**src/hw/pitr_pkg.sv**
```systemverilog
// Package: constants and types for the PMIC I2C target register port
package pitr_pkg;
    localparam int unsigned CLK_HZ = 25000000;
    // Spike width to be suppressed, in ns
    localparam int unsigned GLITCH_NS = 50;
    // Filter length: samples that must agree before a level is taken
    localparam int unsigned GLITCH_CYC = (GLITCH_NS * (CLK_HZ / 1000000) + 999) / 1000 + 1;
    localparam logic [2:0] FILT_LEN = 3'(GLITCH_CYC);
    localparam logic [6:0] RTC_ADDR_RST = 7'h6f;
    localparam logic [6:0] MAIN_ADDR_RST = 7'h12;
    localparam logic [6:0] ADDR_MIN = 7'h01;
    localparam logic [7:0] ZERO_BYTE = 8'h00;
    localparam logic [3:0] BIT_ACK = 4'h8;
    localparam logic [3:0] BIT_CNT_RST = 4'h0;
    localparam logic [7:0] PTR_RST = 8'h00;

    typedef enum logic [2:0] {
        PITR_IDLE,
        PITR_DEVADDR,
        PITR_REGADDR,
        PITR_WDATA,
        PITR_RDATA,
        PITR_RACK
    } pitr_phase_e;
endpackage

```
**src/hw/pitr_line_if.sv**
```systemverilog
// Interface: one filtered bus line with its edge strobes
`timescale 1ns/10ps
interface pitr_line_if;
    logic level;
    logic rise;
    logic fall;
    modport src (output level, output rise, output fall);
    modport dst (input level, input rise, input fall);
endinterface

```
**src/hw/pitr_line_filter.sv**
```systemverilog
// Synchroniser and spike filter for one bus line
`timescale 1ns/10ps
module pitr_line_filter
    import pitr_pkg::*;
(
    input wire logic clock_i,
    input wire logic rst_i,
    input wire logic line_i,
    pitr_line_if.src out
);
    typedef struct packed {
        logic s1;
        logic s2;
        logic [2:0] cnt;
        logic level;
        logic rise;
        logic fall;
    } pitr_filt_s;

    pitr_filt_s st;
    pitr_filt_s next_st;

    always_comb begin
        next_st = st;
        next_st.s1 = line_i;
        next_st.s2 = st.s1;
        next_st.rise = 1'b0;
        next_st.fall = 1'b0;
        if (st.s2 == st.level) begin
            next_st.cnt = 3'h0;
        end else if (st.cnt + 3'h1 >= FILT_LEN) begin
            next_st.cnt = 3'h0;
            next_st.level = st.s2;
            next_st.rise = st.s2;
            next_st.fall = ~st.s2;
        end else begin
            next_st.cnt = st.cnt + 3'h1;
        end
    end

    always_ff @(posedge clock_i) begin
        if (rst_i) begin
            st <= '{s1: 1'b1, s2: 1'b1, cnt: 3'h0, level: 1'b1, rise: 1'b0, fall: 1'b0};
        end else begin
            st <= next_st;
        end
    end

    assign out.level = st.level;
    assign out.rise = st.rise;
    assign out.fall = st.fall;

    AST_SPIKE_DROPPED: assert property (@(posedge clock_i) disable iff (rst_i)
        (st.s2 != st.level) && (st.cnt == 3'h0) ##1 (st.s2 == st.level) |=> $stable(st.level))
        else $error("Short spike changed the filtered level");
endmodule

```
**src/hw/pitr_target.sv**
```systemverilog
// I2C target register port: top level
`timescale 1ns/10ps
module pitr_target
    import pitr_pkg::*;
(
    input wire logic clock_i,
    input wire logic rst_i,
    input wire logic scl_i,
    input wire logic sda_i,
    output logic sda_o,
    output logic sda_oe_o,
    input wire logic io_supply_good_i,
    input wire logic recall_busy_i,
    input wire logic nvm_prog_busy_i,
    input wire logic addr_load_i,
    input wire logic [6:0] rtc_addr_i,
    input wire logic [6:0] main_addr_i,
    output logic bus_busy_o,
    output logic reg_wr_o,
    output logic reg_rtc_sel_o,
    output logic [7:0] reg_addr_o,
    output logic [7:0] reg_wdata_o,
    input wire logic [7:0] reg_rdata_i,
    input wire logic reg_impl_i,
    output logic stop_o
);
    // ------------------------------------------------------------
    // Line conditioning
    // ------------------------------------------------------------
    pitr_line_if scl_l ();
    pitr_line_if sda_l ();

    pitr_line_filter u_scl_filt (
        .clock_i(clock_i),
        .rst_i(rst_i),
        .line_i(scl_i),
        .out(scl_l)
    );
    pitr_line_filter u_sda_filt (
        .clock_i(clock_i),
        .rst_i(rst_i),
        .line_i(sda_i),
        .out(sda_l)
    );

    // ------------------------------------------------------------
    // State
    // ------------------------------------------------------------
    typedef struct packed {
        pitr_phase_e phase;
        logic busy;
        logic [3:0] bitn;
        logic [7:0] shift;
        logic rw;
        logic rtc_sel;
        logic [7:0] ptr;
        logic ack_drive;
        logic sda_drv;
        logic [6:0] rtc_addr;
        logic [6:0] main_addr;
        logic wr;
        logic [7:0] wdata;
        logic [7:0] waddr;
        logic stop;
    } pitr_state_s;

    pitr_state_s st;
    pitr_state_s next_st;

    logic start_ev;
    logic stop_ev;
    logic refuse;
    logic match_rtc;
    logic match_main;
    logic [7:0] rd_byte;
    logic [7:0] byte_in;

    assign start_ev = scl_l.level & sda_l.fall & io_supply_good_i;
    assign stop_ev = scl_l.level & sda_l.rise;
    assign refuse = recall_busy_i | nvm_prog_busy_i;
    assign byte_in = {st.shift[6:0], sda_l.level};
    // Address byte is complete in the shifter by the ACK slot
    assign match_rtc = (st.shift[7:1] == st.rtc_addr);
    assign match_main = (st.shift[7:1] == st.main_addr);
    assign rd_byte = reg_impl_i ? reg_rdata_i : ZERO_BYTE;

    // ------------------------------------------------------------
    // Protocol engine
    // ------------------------------------------------------------
    always_comb begin
        next_st = st;
        next_st.wr = 1'b0;
        next_st.stop = 1'b0;
        if (addr_load_i) begin
            // Out-of-range values keep the current address
            if (rtc_addr_i >= ADDR_MIN) begin
                next_st.rtc_addr = rtc_addr_i;
            end
            if (main_addr_i >= ADDR_MIN) begin
                next_st.main_addr = main_addr_i;
            end
        end
        if (!io_supply_good_i) begin
            next_st.phase = PITR_IDLE;
            next_st.busy = 1'b0;
            next_st.sda_drv = 1'b0;
        end else if (start_ev) begin
            next_st.phase = PITR_DEVADDR;
            next_st.busy = 1'b1;
            next_st.bitn = BIT_CNT_RST;
            next_st.ack_drive = 1'b0;
            next_st.sda_drv = 1'b0;
        end else if (stop_ev) begin
            next_st.phase = PITR_IDLE;
            next_st.busy = 1'b0;
            next_st.sda_drv = 1'b0;
            next_st.stop = st.busy;
        // No timeouts: the engine steps only on filtered edges and on loss of IO supply good
        end else if (scl_l.rise) begin
            case (st.phase)
                PITR_DEVADDR, PITR_REGADDR, PITR_WDATA: begin
                    if (st.bitn < BIT_ACK) begin
                        next_st.shift = byte_in;
                        next_st.bitn = st.bitn + 4'h1;
                    end
                end
                PITR_RDATA: begin
                    if (st.bitn < BIT_ACK) begin
                        next_st.bitn = st.bitn + 4'h1;
                    end else if (sda_l.level) begin
                        next_st.phase = PITR_IDLE;
                    end else begin
                        next_st.bitn = BIT_CNT_RST;
                    end
                end
                PITR_IDLE, PITR_RACK: begin
                    next_st.phase = st.phase;
                end
                default: begin
                    next_st.phase = PITR_IDLE;
                end
            endcase
        end else if (scl_l.fall) begin
            next_st.sda_drv = 1'b0;
            case (st.phase)
                PITR_DEVADDR: begin
                    if (st.ack_drive) begin
                        next_st.ack_drive = 1'b0;
                        next_st.bitn = BIT_CNT_RST;
                        if (st.rw) begin
                            next_st.phase = PITR_RDATA;
                            next_st.shift = rd_byte;
                            next_st.sda_drv = ~rd_byte[7];
                            next_st.ptr = st.ptr + 8'h01;
                        end else begin
                            next_st.phase = PITR_REGADDR;
                        end
                    end else if (st.bitn == BIT_ACK) begin
                        if ((match_rtc | match_main) & ~refuse) begin
                            next_st.ack_drive = 1'b1;
                            next_st.sda_drv = 1'b1;
                            next_st.rw = st.shift[0];
                            // Shared address reaches the main set
                            next_st.rtc_sel = ~(st.shift[7:1] == st.main_addr);
                        end else begin
                            next_st.phase = PITR_IDLE;
                        end
                    end
                end
                PITR_REGADDR, PITR_WDATA: begin
                    if (st.ack_drive) begin
                        next_st.ack_drive = 1'b0;
                        next_st.bitn = BIT_CNT_RST;
                        next_st.phase = PITR_WDATA;
                    end else if (st.bitn == BIT_ACK) begin
                        if (refuse) begin
                            next_st.phase = PITR_IDLE;
                        end else begin
                            next_st.ack_drive = 1'b1;
                            next_st.sda_drv = 1'b1;
                            if (st.phase == PITR_REGADDR) begin
                                next_st.ptr = st.shift;
                            end else begin
                                next_st.wr = 1'b1;
                                next_st.wdata = st.shift;
                                next_st.waddr = st.ptr;
                                next_st.ptr = st.ptr + 8'h01;
                            end
                        end
                    end
                end
                PITR_RDATA: begin
                    if (st.bitn == BIT_ACK) begin
                        next_st.sda_drv = 1'b0;
                    end else if (st.bitn == BIT_CNT_RST) begin
                        next_st.shift = rd_byte;
                        next_st.sda_drv = ~rd_byte[7];
                        next_st.ptr = st.ptr + 8'h01;
                    end else begin
                        next_st.shift = {st.shift[6:0], 1'b0};
                        next_st.sda_drv = ~st.shift[6];
                    end
                end
                PITR_IDLE, PITR_RACK: begin
                    next_st.sda_drv = 1'b0;
                end
                default: begin
                    next_st.phase = PITR_IDLE;
                end
            endcase
        end
    end

    always_ff @(posedge clock_i) begin
        if (rst_i) begin
            st <= '{phase: PITR_IDLE, busy: 1'b0, bitn: BIT_CNT_RST, shift: ZERO_BYTE,
                rw: 1'b0, rtc_sel: 1'b0, ptr: PTR_RST, ack_drive: 1'b0, sda_drv: 1'b0,
                rtc_addr: RTC_ADDR_RST, main_addr: MAIN_ADDR_RST, wr: 1'b0,
                wdata: ZERO_BYTE, waddr: PTR_RST, stop: 1'b0};
        end else begin
            st <= next_st;
        end
    end

    // ------------------------------------------------------------
    // Outputs
    // ------------------------------------------------------------
    // Read address: current pointer, captured when a byte is loaded
    assign sda_o = 1'b0;
    assign sda_oe_o = st.sda_drv;
    assign bus_busy_o = st.busy;
    assign reg_wr_o = st.wr;
    assign reg_rtc_sel_o = st.rtc_sel;
    assign reg_addr_o = st.wr ? st.waddr : st.ptr;
    assign reg_wdata_o = st.wdata;
    assign stop_o = st.stop;

    // ------------------------------------------------------------
    // Checks
    // ------------------------------------------------------------
    AST_BUSY_ON_START: assert property (@(posedge clock_i) disable iff (rst_i)
        start_ev |=> st.busy) else $error("Bus not busy after start");
    AST_FREE_ON_STOP: assert property (@(posedge clock_i) disable iff (rst_i)
        stop_ev && !start_ev |=> !st.busy) else $error("Bus busy after stop");
    AST_RESTART_ADDR: assert property (@(posedge clock_i) disable iff (rst_i)
        st.busy && start_ev |=> st.phase == PITR_DEVADDR && st.bitn == 4'h0)
        else $error("Repeated start did not restart address phase");
    AST_NO_ACK_REFUSED: assert property (@(posedge clock_i) disable iff (rst_i)
        io_supply_good_i && !start_ev && !stop_ev && scl_l.fall &&
        st.phase == PITR_DEVADDR && st.bitn == 4'h8 && !st.ack_drive && refuse
        |=> !sda_oe_o) else $error("Acknowledged while busy");
    AST_NO_ACK_BUSY_DATA: assert property (@(posedge clock_i) disable iff (rst_i)
        io_supply_good_i && !start_ev && !stop_ev && scl_l.fall && refuse && !st.ack_drive &&
        (st.phase == PITR_REGADDR || st.phase == PITR_WDATA) && st.bitn == 4'h8
        |=> !sda_oe_o && !reg_wr_o) else $error("Acknowledged data while busy");
    AST_WRITE_INC: assert property (@(posedge clock_i) disable iff (rst_i)
        reg_wr_o |-> st.ptr == reg_addr_o + 8'h01)
        else $error("Pointer did not advance after write");
    AST_WR_PULSE: assert property (@(posedge clock_i) disable iff (rst_i)
        reg_wr_o |=> !reg_wr_o) else $error("Write strobe longer than one cycle");
    AST_IDLE_NO_DRIVE: assert property (@(posedge clock_i) disable iff (rst_i)
        st.phase == PITR_IDLE |-> !sda_oe_o) else $error("Driving SDA when idle");
    AST_SUPPLY_GATE: assert property (@(posedge clock_i) disable iff (rst_i)
        !io_supply_good_i |=> !st.busy && !sda_oe_o)
        else $error("Active without IO supply good");
    AST_RD_RELEASE: assert property (@(posedge clock_i) disable iff (rst_i)
        io_supply_good_i && !start_ev && !stop_ev && scl_l.fall &&
        st.phase == PITR_RDATA && st.bitn == 4'h8 |=> !sda_oe_o)
        else $error("SDA held in read acknowledge slot");

    COV_WRITE: cover property (@(posedge clock_i) reg_wr_o);
    COV_READ: cover property (@(posedge clock_i) st.phase == PITR_RDATA);
    COV_RESTART: cover property (@(posedge clock_i) st.busy && start_ev);
    COV_STOP: cover property (@(posedge clock_i) stop_o);
    COV_REFUSED: cover property (@(posedge clock_i) refuse && scl_l.fall && st.bitn == 4'h8);
endmodule

```
**config.mk**
```make
export PLATFORM = sky130hd
export DESIGN_NAME = pitr_target
export DESIGN_NICKNAME = d
export VERILOG_FILES = /design/src/hw/pitr_pkg.sv /design/src/hw/pitr_line_if.sv /design/src/hw/pitr_line_filter.sv /design/src/hw/pitr_target.sv
export SDC_FILE = /design/constraint.sdc
export NUM_CORES = 1
export LEC_CHECK = 0
export ABC_AREA = 1
export BUFFER_PORTS_ARGS = -buffer_cell sky130_fd_sc_hd__buf_2
export CAP_MARGIN = 0
export CORE_MARGIN = 2
export CORE_UTILIZATION = 43
export CTS_BUF_LIST = sky130_fd_sc_hd__clkbuf_8 sky130_fd_sc_hd__clkbuf_16
export CTS_CLUSTER_DIAMETER = 30
export CTS_CLUSTER_SIZE = 20
export DETAILED_ROUTE_END_ITERATION = 8
export HOLD_SLACK_MARGIN = 0.1
export PLACE_DENSITY = 0.67
export SYNTH_ARGS = -nofsm -noshare
export SYNTH_HDL_FRONTEND = slang
export SYNTH_SLANG_ARGS = --single-unit
```
**constraint.sdc**
```tcl
create_clock -name clock_i -period 5.7 [get_ports clock_i]
set_clock_uncertainty 0.15 [all_clocks]
set_input_delay 0.855 -clock clock_i [delete_from_list [all_inputs] [get_ports clock_i]]
set_output_delay 0.855 -clock clock_i [all_outputs]
set_load 0.01 [all_outputs]
```
# Yosys cells after proc, flatten, opt, wreduce, memory -nomap -nowiden
# Index checks and enable logic that the tools add are counted.
# Widths: inputs -> output; s select.
# classes
addsub,4
multipliers,0
div,0
magnitude_cmp,5
eq_ne,53
n_shift,0
mux,64
bitwise,25
n_reduce_logical,30
# ops
op,n
$mux 24,5
$mux 8,12
$ne 6x5->1 const B,11
$mux 12,4
$reduce_and 9->1,4
$mux 3,11
$ne 5x1->1 const B,5
$pmux 8 s3,1
$mux 23,1
$mux 10,2
$reduce_and 10->1,2
$not 1->1,19
$reduce_or 3->1,6
$mux 17,1
$mux 2,8
$ne 4x3->1 const B,4
$pmux 4 s2,2
$pmux 8 s2,1
$ne 5x4->1 const B,3
$eq 7x7->1,2
$ge 7x1->1 const B,2
$reduce_and 13->1,1
$mux 4,3
$ne 4x1->1 const B,3
other kinds (38),68
# word_totals
reg_bits,76
latchBits,0
ram_bits,0
rom_bits,0
input_bits,31
out_inout_bits,22
mem_count,0

# Depth between registers and ports, before layout
# Gate-level depths: netlist of the first run.
# logic_depth
word_depth,15
mapped_depth,14

# Modules after synthesis
# A second synthesis of the first run with hierarchy kept.
# unflattened
hier_cells,576
area_unflattened_um2,4051.4
# modules_own_cells
mod,n_inst,cells_each,area_each_um2,seq_area_each_um2
pitr_target,1,500,3448.3,1201.2
pitr_line_filter,2,38,301.5,160.2

# Worst setup path before layout of the first run
# OpenSTA, ideal clock, no wires.
# synth_timing
path_type,in2reg
from,in io_supply_good_i
to,"reg st, in the netlist byte_in[2]"
setup_time_ns,0.113
arrival_ns,1.840
required_ns,5.437
setup_slack_ns,3.597
cell_stages,11
cell_sequence,nand3_1 nand2_1 nor2_1 a31oi_1 nor3_2 nand2_2 inv_2 buf_6 nand2_1 nand2_1 nor2_1
# synth_between
elab_chain_len,3
# synth_rtl
item,line,source
from (decl),pitr_target.sv:12,"input wire logic io_supply_good_i,"
$and 1x1->1,pitr_target.sv:78,assign start_ev = scl_l.level & sda_l.fall & io_supply_good_i;
"$ne 6x1->1 (no source line), or another cell as far along",n/a,
$reduce_and 10->1 (no source line) (*),n/a,
to (signal assigned),pitr_target.sv:216,"st <= '{phase: PITR_IDLE, busy: 1'b0, bitn: BIT_CNT_RST, shift: ZERO_BYTE,"
to (signal assigned),pitr_target.sv:221,st <= next_st;
to (decl),pitr_target.sv:67,pitr_state_s st;
# Mark *: on every way between the ends. The rest lies on a longest branch, timed or not.
# A chain may end at the register's enable or synchronous reset.

# Final worst setup path of the first run
# layout_timing
from,reg st[52] in the netlist's numbering
to,reg st[8] in the netlist's numbering
# layout_between
elab_chain_len,2
# layout_rtl
item,line,source
$eq 4x4->1,pitr_target.sv:175,end else if (st.bitn == BIT_ACK) begin
$reduce_and 10->1 (no source line),n/a,
# Every way passes these cells.

==> run summary, run 1 <==
The final weighted congestion in routability-driven placement is 0.889. The number of levels in the clock H-tree came out at 3. TritonCTS built the clock tree. The switching power of the nets is 0.000332 W. After detailed routing, the average wire length per cell comes to 12.7 µm. After routing, the total negative slack on setup checks comes to 0 ns. The total half-perimeter wirelength after legalization and detailed placement came out at 6830 µm.

The cell family contributing the most delay on the critical path is simple AND/OR/NAND/NOR gates. The die extent in y came out at 100 µm. In the post-synthesis netlist, the biggest area contributors are dfxtp_1, nand2_1, nor2_1, inv_1, o21ai_0.

The number of routed nets with antenna violations came out at 0. The area growth from synthesis to layout is 11.1%. In the final layout, the share of cells above drive strength 1 is 15.9%.

After synthesis, the largest family of logic cells by area is simple AND/OR/NAND/NOR gates. The number of resized instances in the post-cts repair step came out at 0. The synthesized netlist devotes 15.8% of its cell area to compound gates. STA classifies the critical path startpoint as a flop.

The clock-pin slew on the worst setup and hold paths came out at 0.09 ns. The flow ran to the end, and the final reports show no timing, DRC or antenna violations. In this run, flip-flops and latches consume 50.7% of the power. The setup slack on the worst flop-to-flop path is 3.05 ns. The total clock sinks came out at 76. The largest net degree at the start of global routing is 33. The required time of the critical path came out at 5.75 ns. After clock tree synthesis, the setup repair step added 0 buffers. The count of buffers added on input and output ports is 51. The number of warnings issued by yosys is 0. In this run, synthesis inferred 0 flip-flops with an integrated enable. Walking the worst path, the cells encountered are inv_1 > ha_1 > nand3_1 > inv_2 > nand2_1 > nor2_2 > nand3b_1 > nor2_1 > a211oi_1. The initial antenna violation count came out at 0.

The global-route wire length before repair came out at 16000 µm. The final layout net count is 661. The starting utilization of the core area is 43.7%. The simple-gate share of the synthesized area is 29.7%. The core footprint came out at 9150 µm².

The final count of hold timing violations came out at 0. The cell chosen for the clock root is clkbuf_8. The number of distinct standard cells referenced by the synthesized netlist is 37.

Summed over all cells, the static leakage comes to 2.08 nW. The number of filler cells placed in the layout came out at 958. The setup path with the least slack is of type reg2reg. The register area share after synthesis came out at 38.0%.

The worst slew margin relative to its limit came out at 22.8%. For this run the aggregate overflow at the end of global routing stands at 0. The largest individual stage delay along the critical path comes from the cell nand3b_1.

The synthesized netlist occupies a cell area of 4000 µm². The post-synthesis adder-cell area fraction came out at 2.50%. The number of pins exceeding their max-slew limit in the final report came out at 0.

The maximum cell stage delay along the critical path is 0.75 ns. The post-synthesis instance total is 584. Of the post-synthesis cell area, the dominant cell type holds 38.0%.

The data arrival time of the critical path is 2.70 ns. The number of hold buffers added after cts came out at 0. The worst hold path belongs to the class reg2reg. The cell-internal power came out at 0.000811 W. The fraction of power consumed by combinational cells is 12.2%. The clock passes through at most 2 buffers. Setup repair after global routing left no endpoint under its margin. After layout, the minimum clock period comes to 2.65 ns. The iteration count of the initial detailed-routing pass came out at 5. The switching share of total power came out at 29.1%.

The measured slew at the worst slew-check pin is 1.15 ns. The average vias per placed instance is 5.01. In this run the horizontal extent of the chip is 100 µm.

The I/O pin count came out at 53. The number of placement rows came out at 35. The max-cap violation count is 0.

The aggregate routed wire length came out at 9370 µm. The average footprint of a synthesized cell came out at 6.86 µm². The number of vias in the routed layout is 3698. The post-synthesis sequential element count is 76.

The violation count after the first detailed-routing iteration is 180. The latest clock arrival within the worst-skew pair came out at 0.36 ns. The power per unit of standard cell area came out at 257 nW/µm².

Setup violations remaining at the end of the flow were counted as 0. The maximum clock rate is 377 MHz. The count of buffer and inverter cells on the critical path is 2. STA classifies the critical path endpoint as a flop.

The detailed-route DRC error count came out at 0. The number of antenna diodes in the final layout is 0. Final hold analysis gives a worst-case slack of 0.268 ns. Of all nets on the critical path, the largest fanout is 32. The number of global-route vias before repair is 3541. Summed over all instances, the cell type with the most area after synthesis is dfxtp_1. The xor/xnor cell area share of the yosys netlist came out at 3.28%. The worst ir drop on vdd came out at 0.143 mV. The overall die area came out at 10100 µm². The mux contribution to synthesized area came out at 0%.

Global routing consumed, over all layers together, 19.8% of the routing resources. The share of the clock period used by the worst path is 46.5%. The TritonCTS buffer count is 9. In the synthesized netlist the dominant register cell turns out to be dfxtp_1. The share of synthesized flip-flops with an asynchronous set or reset came out at 0%.

The part of the total power dissipated in the clock network came out at 37.2%.
-- cell type report --
class                           instances  area (µm²)  area share (%)
Tap cell                              111         139            3.12
Clock buffer                            9         124            2.79
Multi-Input combinational cell        413        2070            46.5
Inverter                               71         267            5.99
Sequential cell                        76        1520            34.2
Clock inverter                          7        73.8            1.66
Timing Repair Buffer                   51         255            5.74
-- routing by layer --
metal | global-route usage (%) | share of wire [%]
met5 | 0 | 0
met2 | 33.5 | 46
met4 | 6.32 | 1.2
met3 | 4.37 | 4.7
met1 | 25.1 | 48
-- worst paths after layout --
path	startpoint	endpoint	cells after the start
setup / recovery	st[52]	st[8]	9
hold / removal	u_sda_filt.next_st[6]	u_sda_filt.st[6]	1
setup reg to reg	st[52]	st[8]	9
hold reg to reg	u_sda_filt.next_st[6]	u_sda_filt.st[6]	1
-- cells by family after synthesis --
family,Yosys count
other cells,1
compound gates,109
fa+ha+maj,8
simple gates,278
xor+xnor,15
flops,76
buf+inv,97
-- Yosys cell counts (2+ instances only) --
cell type  number
clkbuf_1        7
or2_2           5
xor2_1         10
buf_4           9
a211oi_1       19
o21ai_2         3
buf_2           8
dfxtp_1        76
nand3_1        20
o211ai_1        5
xnor2_1         5
o21ai_0        42
a21oi_1        29
ha_1            8
nor4_1          4
buf_6           2
inv_2           9
nor3_1         13
inv_1          62
nand4_1         2
nand2_1       141
nor2_1         76
nand3_2         4
o22ai_1         2
nor2_2          6
o21ai_1         2
nand2_2         2
a31oi_1         4
-- placed cells by master, fill, tap and decap left out, types with 10 or more instances in the layout --
cell type and count:
dfxtp_1 76, nand2_1 141, buf_2 51, nor3_1 13, a21oi_1 29, o21ai_0 42
inv_1 62, nor2_1 76, xor2_1 10, nand3_1 20, a211oi_1 19
-- power groups by stage --
stage / combinational [W] / sequential, W / clock, W
after floorplan: 0.000106 / 0.000581 / 0
after CTS: 0.000139 / 0.000579 / 0.000433
after detailed placement: 0.000139 / 0.000592 / 0
after global routing: 0.000161 / 0.000583 / 0.000455
after global placement: 0.000136 / 0.000591 / 0
final: 0.000139 / 0.000579 / 0.000425
-- state kept, by name, indices dropped and copies added, names as in the netlist, 4 cells and up --
signal and count:
u_sda_filt.st 4, reg_wdata_o 8, u_scl_filt.st 4, st 40
byte_in 7
-- worst register-to-register path: cells and delay by family, from the launching register on --
kind / cells / cell delay [ns]
AO/OA/AOI/OAI: 1 / 0.07
adder cells (fa/ha/maj): 1 / 0.17
buffers and inverters: 2 / 0.22
flip-flops: 1 / 0.34
AND/OR/NAND/NOR: 5 / 1.53
-- stage by stage --
step / std cells / setup slack (ns) / cell area (µm²) / total power, W / utilization (%)
CTS: 738 / 3.01 / 4450 / 0.00115 / 48.6
detailed placement: 722 / 2.75 / 4250 / 0.000730 / 46.4
global route: 738 / 2.67 / 4450 / 0.00120 / 48.6
finish: 738 / 3.05 / 4450 / 0.00114 / 48.6
global placement: 722 / 2.87 / 4250 / 0.000727 / 46.4
floorplan: 586 / 3.60 / 4010 / 0.000687 / -
(Power assumes the default switching activity.)
==> run 2: changes to the inputs <==
- ABC_AREA: 1 -> 0
- clock period: 5.7 -> 2.7 ns (I/O delays scaled with it)
==> run summary, run 2 <==
The number of distinct standard cells referenced by the synthesized netlist is 58. The number of warnings issued by yosys is 0. The design area is 4580 µm². After layout, the worst setup slack is 0.248 ns. The final count of hold timing violations is 0.

The largest fanout of any net on the critical path is 12. The most frequent cell after synthesis is dfxtp_1. The routed layout has 3607 vias. The share of power burned in registers came out at 52.9%.

The number of placement rows is 35. The buffer depth of the longest clock path is 2. After layout, the worst path uses 90.8% of the clock period. TritonCTS built the clock tree. Ranked by flip-flop count, first place goes to st. The top cell type's share of synthesized area came out at 37.8%. After synthesis, the share of flip-flops with an asynchronous set or reset is 0%. The count of buffers added on input and output ports is 51. The detailed-route DRC error count is 0. After synthesis, the most frequently instantiated cells are dfxtp_1, nand2_1, nor2_1. The die extent in y is 101 µm.

After synthesis, flip-flops and latches occupy 37.8% of the total area. The core region is 9150 µm². The overall fraction of global-route tracks in use came out at 20.6%. The fraction of power consumed by combinational cells is 6.4%.

Data on the critical path is required at its endpoint by 2.82 ns. Prior to clock tree synthesis, the placed netlist has a worst setup slack of 0.286 ns. The total congestion overflow is 0. The tree is rooted in a clkbuf_8.

The I/O pin count came out at 53. The run finished with clean final reports. The post-synthesis sequential element count is 76. The initial antenna violation count came out at 0. The number of global-route vias before repair came out at 3462. For this run, the detailed router's first-pass iteration total came to 5. The total clock sinks came out at 76. 0 antenna diodes ended up in the layout. STA puts the critical path data arrival time at 2.57 ns. The library cell with the largest summed area after synthesis is dfxtp_1.

The worst slew margin relative to its limit is 54.2%. The switching share of total power is 24.6%. The multi-input combinational cells in the finished layout cover a total of 2240 µm². The post-CTS repair timing setup buffer count is 0. The power per unit of standard cell area came out at 477 nW/µm². At the pin with the least slew margin, the transition time is 0.681 ns. Cells with a size suffix above 1 make up 18.8% of the layout. For this run, the top clock speed supported by timing is 408 MHz.

The number of resized instances in the post-cts repair step came out at 0. The library cell used most frequently in the layout, excluding fill and tap cells, is dfxtp_1. Internal power comes to 0.00165 W. Ranked by total cell area, the synthesized netlist is headed by dfxtp_1, mux2i_1, nand2_1, nor2_1, a21oi_1.

The startpoint kind of the worst setup timing path is a flop. For this run, the post-layout net count is 561. The standby leakage power came out at 1.82 nW. The min-delay analysis places its worst path in the category in2reg.

The final weighted congestion in routability-driven placement came out at 0.948. Setup repair after global routing left no endpoint under its margin. The number of hold buffers added after cts came out at 2. The floorplan step set the die width to 101 µm. The average footprint of a synthesized cell came out at 8.43 µm². The flip-flop count of the largest register after layout is 40. In the final routed layout, each cell accounts on average for 16.1 µm. Clock tree synthesis inserted a total of 9 buffers. Setup violations remaining at the end of the flow were counted as 0. The part of the total power dissipated in the clock network is 40.7%. The max-cap violation count came out at 0.

The number of routed nets with antenna violations is 0. The first global-routing pass estimated 16600 µm of wire. The later pin in the worst-skew pair is clocked with a latency of 0.35 ns.

The number of enable flip-flop cells after synthesis is 0. The number of filler cells placed in the layout came out at 894. Clock-pin slew was measured on the worst setup and hold paths at 0.09 ns. From synthesis to final layout, the design area changed by 13.7%. The largest net degree at the start of global routing came out at 35. The number of pins exceeding their max-slew limit in the final report is 0. The H-tree generated during clock tree synthesis spans 3 levels. The top flip-flop cell by instance count after synthesis is dfxtp_1.

Summing every instance area after synthesis gives 4030 µm². Setup total negative slack on the finished layout was measured at 0 ns. The worst setup path is captured at a flop. After detailed routing, the number of vias per cell comes to 5.66. The footprint of the flip-flops and latches is 1520 µm².

The overall die area is 10200 µm². For this design the total switching power over the nets is 0.000537 W. The critical path class is reg2reg. The time the final worst path needs with I/O delays and setup is 2.45 ns.

The violation count after the first detailed-routing iteration is 156. For this configuration, the core starts out at a cell density of 44.0%. The worst ir drop on vdd came out at 0.234 mV.

In the layout the commonest cells are dfxtp_1, buf_2, nand2_1. Once detailed placement completed, the half-perimeter wirelength came to 7400 µm. The cell area after placement is 4360 µm². Summed over all layers, the routed wires come to 10200 µm. The post-synthesis instance total came out at 478.
## run 2: per-stage QoR
step / total power [W] / util, % / std cells / hold slack (ns)
after floorplan: 0.00126 / - / 480 / 0.239
after global placement: 0.00132 / 47.7 / 620 / 0.242
after detailed placement: 0.00132 / 47.7 / 620 / 0.244
after CTS: 0.00221 / 50.0 / 637 / 0.113
after global routing: 0.00227 / 50.0 / 637 / 0.134
final: 0.00219 / 50.0 / 637 / 0.126
## run 2: cell families after synthesis
family,synth area share (%)
other cells,0.0930
fa+ha+maj,2.48
buf+inv,6.95
xor+xnor,4.78
flops,37.8
simple gates,22.4
mux,9.19
compound gates,16.4
## run 2: path summary, 6_finish.rpt
| check | to | start | cells after the start | slack (ns) |
|---|---|---|---|---|
| worst min-delay path | st[19] | main_addr_i[1] | 3 | 0.13 |
| worst max-delay path | st[53] | st[58] | 5 | 0.25 |
| worst max register to register | st[53] | st[58] | 5 | 0.25 |
| worst min register to register | u_scl_filt.st[6] | u_scl_filt.next_st[6] | 1 | 0.26 |
## run 2: area by class of cell
type / count / share of cell area [%]
timing repair buffer: 69 / 8.90
clock inverter: 5 / 1.31
clock buffer: 10 / 3.00
sequential: 76 / 33.2
tap: 111 / 3.03
inverter: 21 / 1.72
multi-input combinational: 345 / 48.8
## run 2: critical path, stage by stage (launching register included)
cell and delay [ns]:
dfxtp_1 0.43, or3b_1 0.50, o211ai_1 0.19, o21ai_0 0.27, or4b_2 0.70, a21oi_1 0.16
## run 2: power groups by stage
stage          registers [W]  logic [W]  clock network [W]
2_1_floorplan        0.00118  0.0000870                  0
3_3_place_gp         0.00118   0.000135                  0
3_5_place_dp         0.00118   0.000137                  0
4_1_cts              0.00116   0.000140           0.000912
5_1_grt              0.00116   0.000157           0.000956
6_report             0.00116   0.000140           0.000889
## run 2: routing by layer
layer | up-vias | global-route usage (%) | wire, µm
li1 | 1784 | - | -
met3 | 20 | 4.72 | 483
met4 | 0 | 8.43 | 256
met5 | - | 0 | 0
met1 | 1687 | 27.3 | 4820
met2 | 116 | 32.5 | 4680
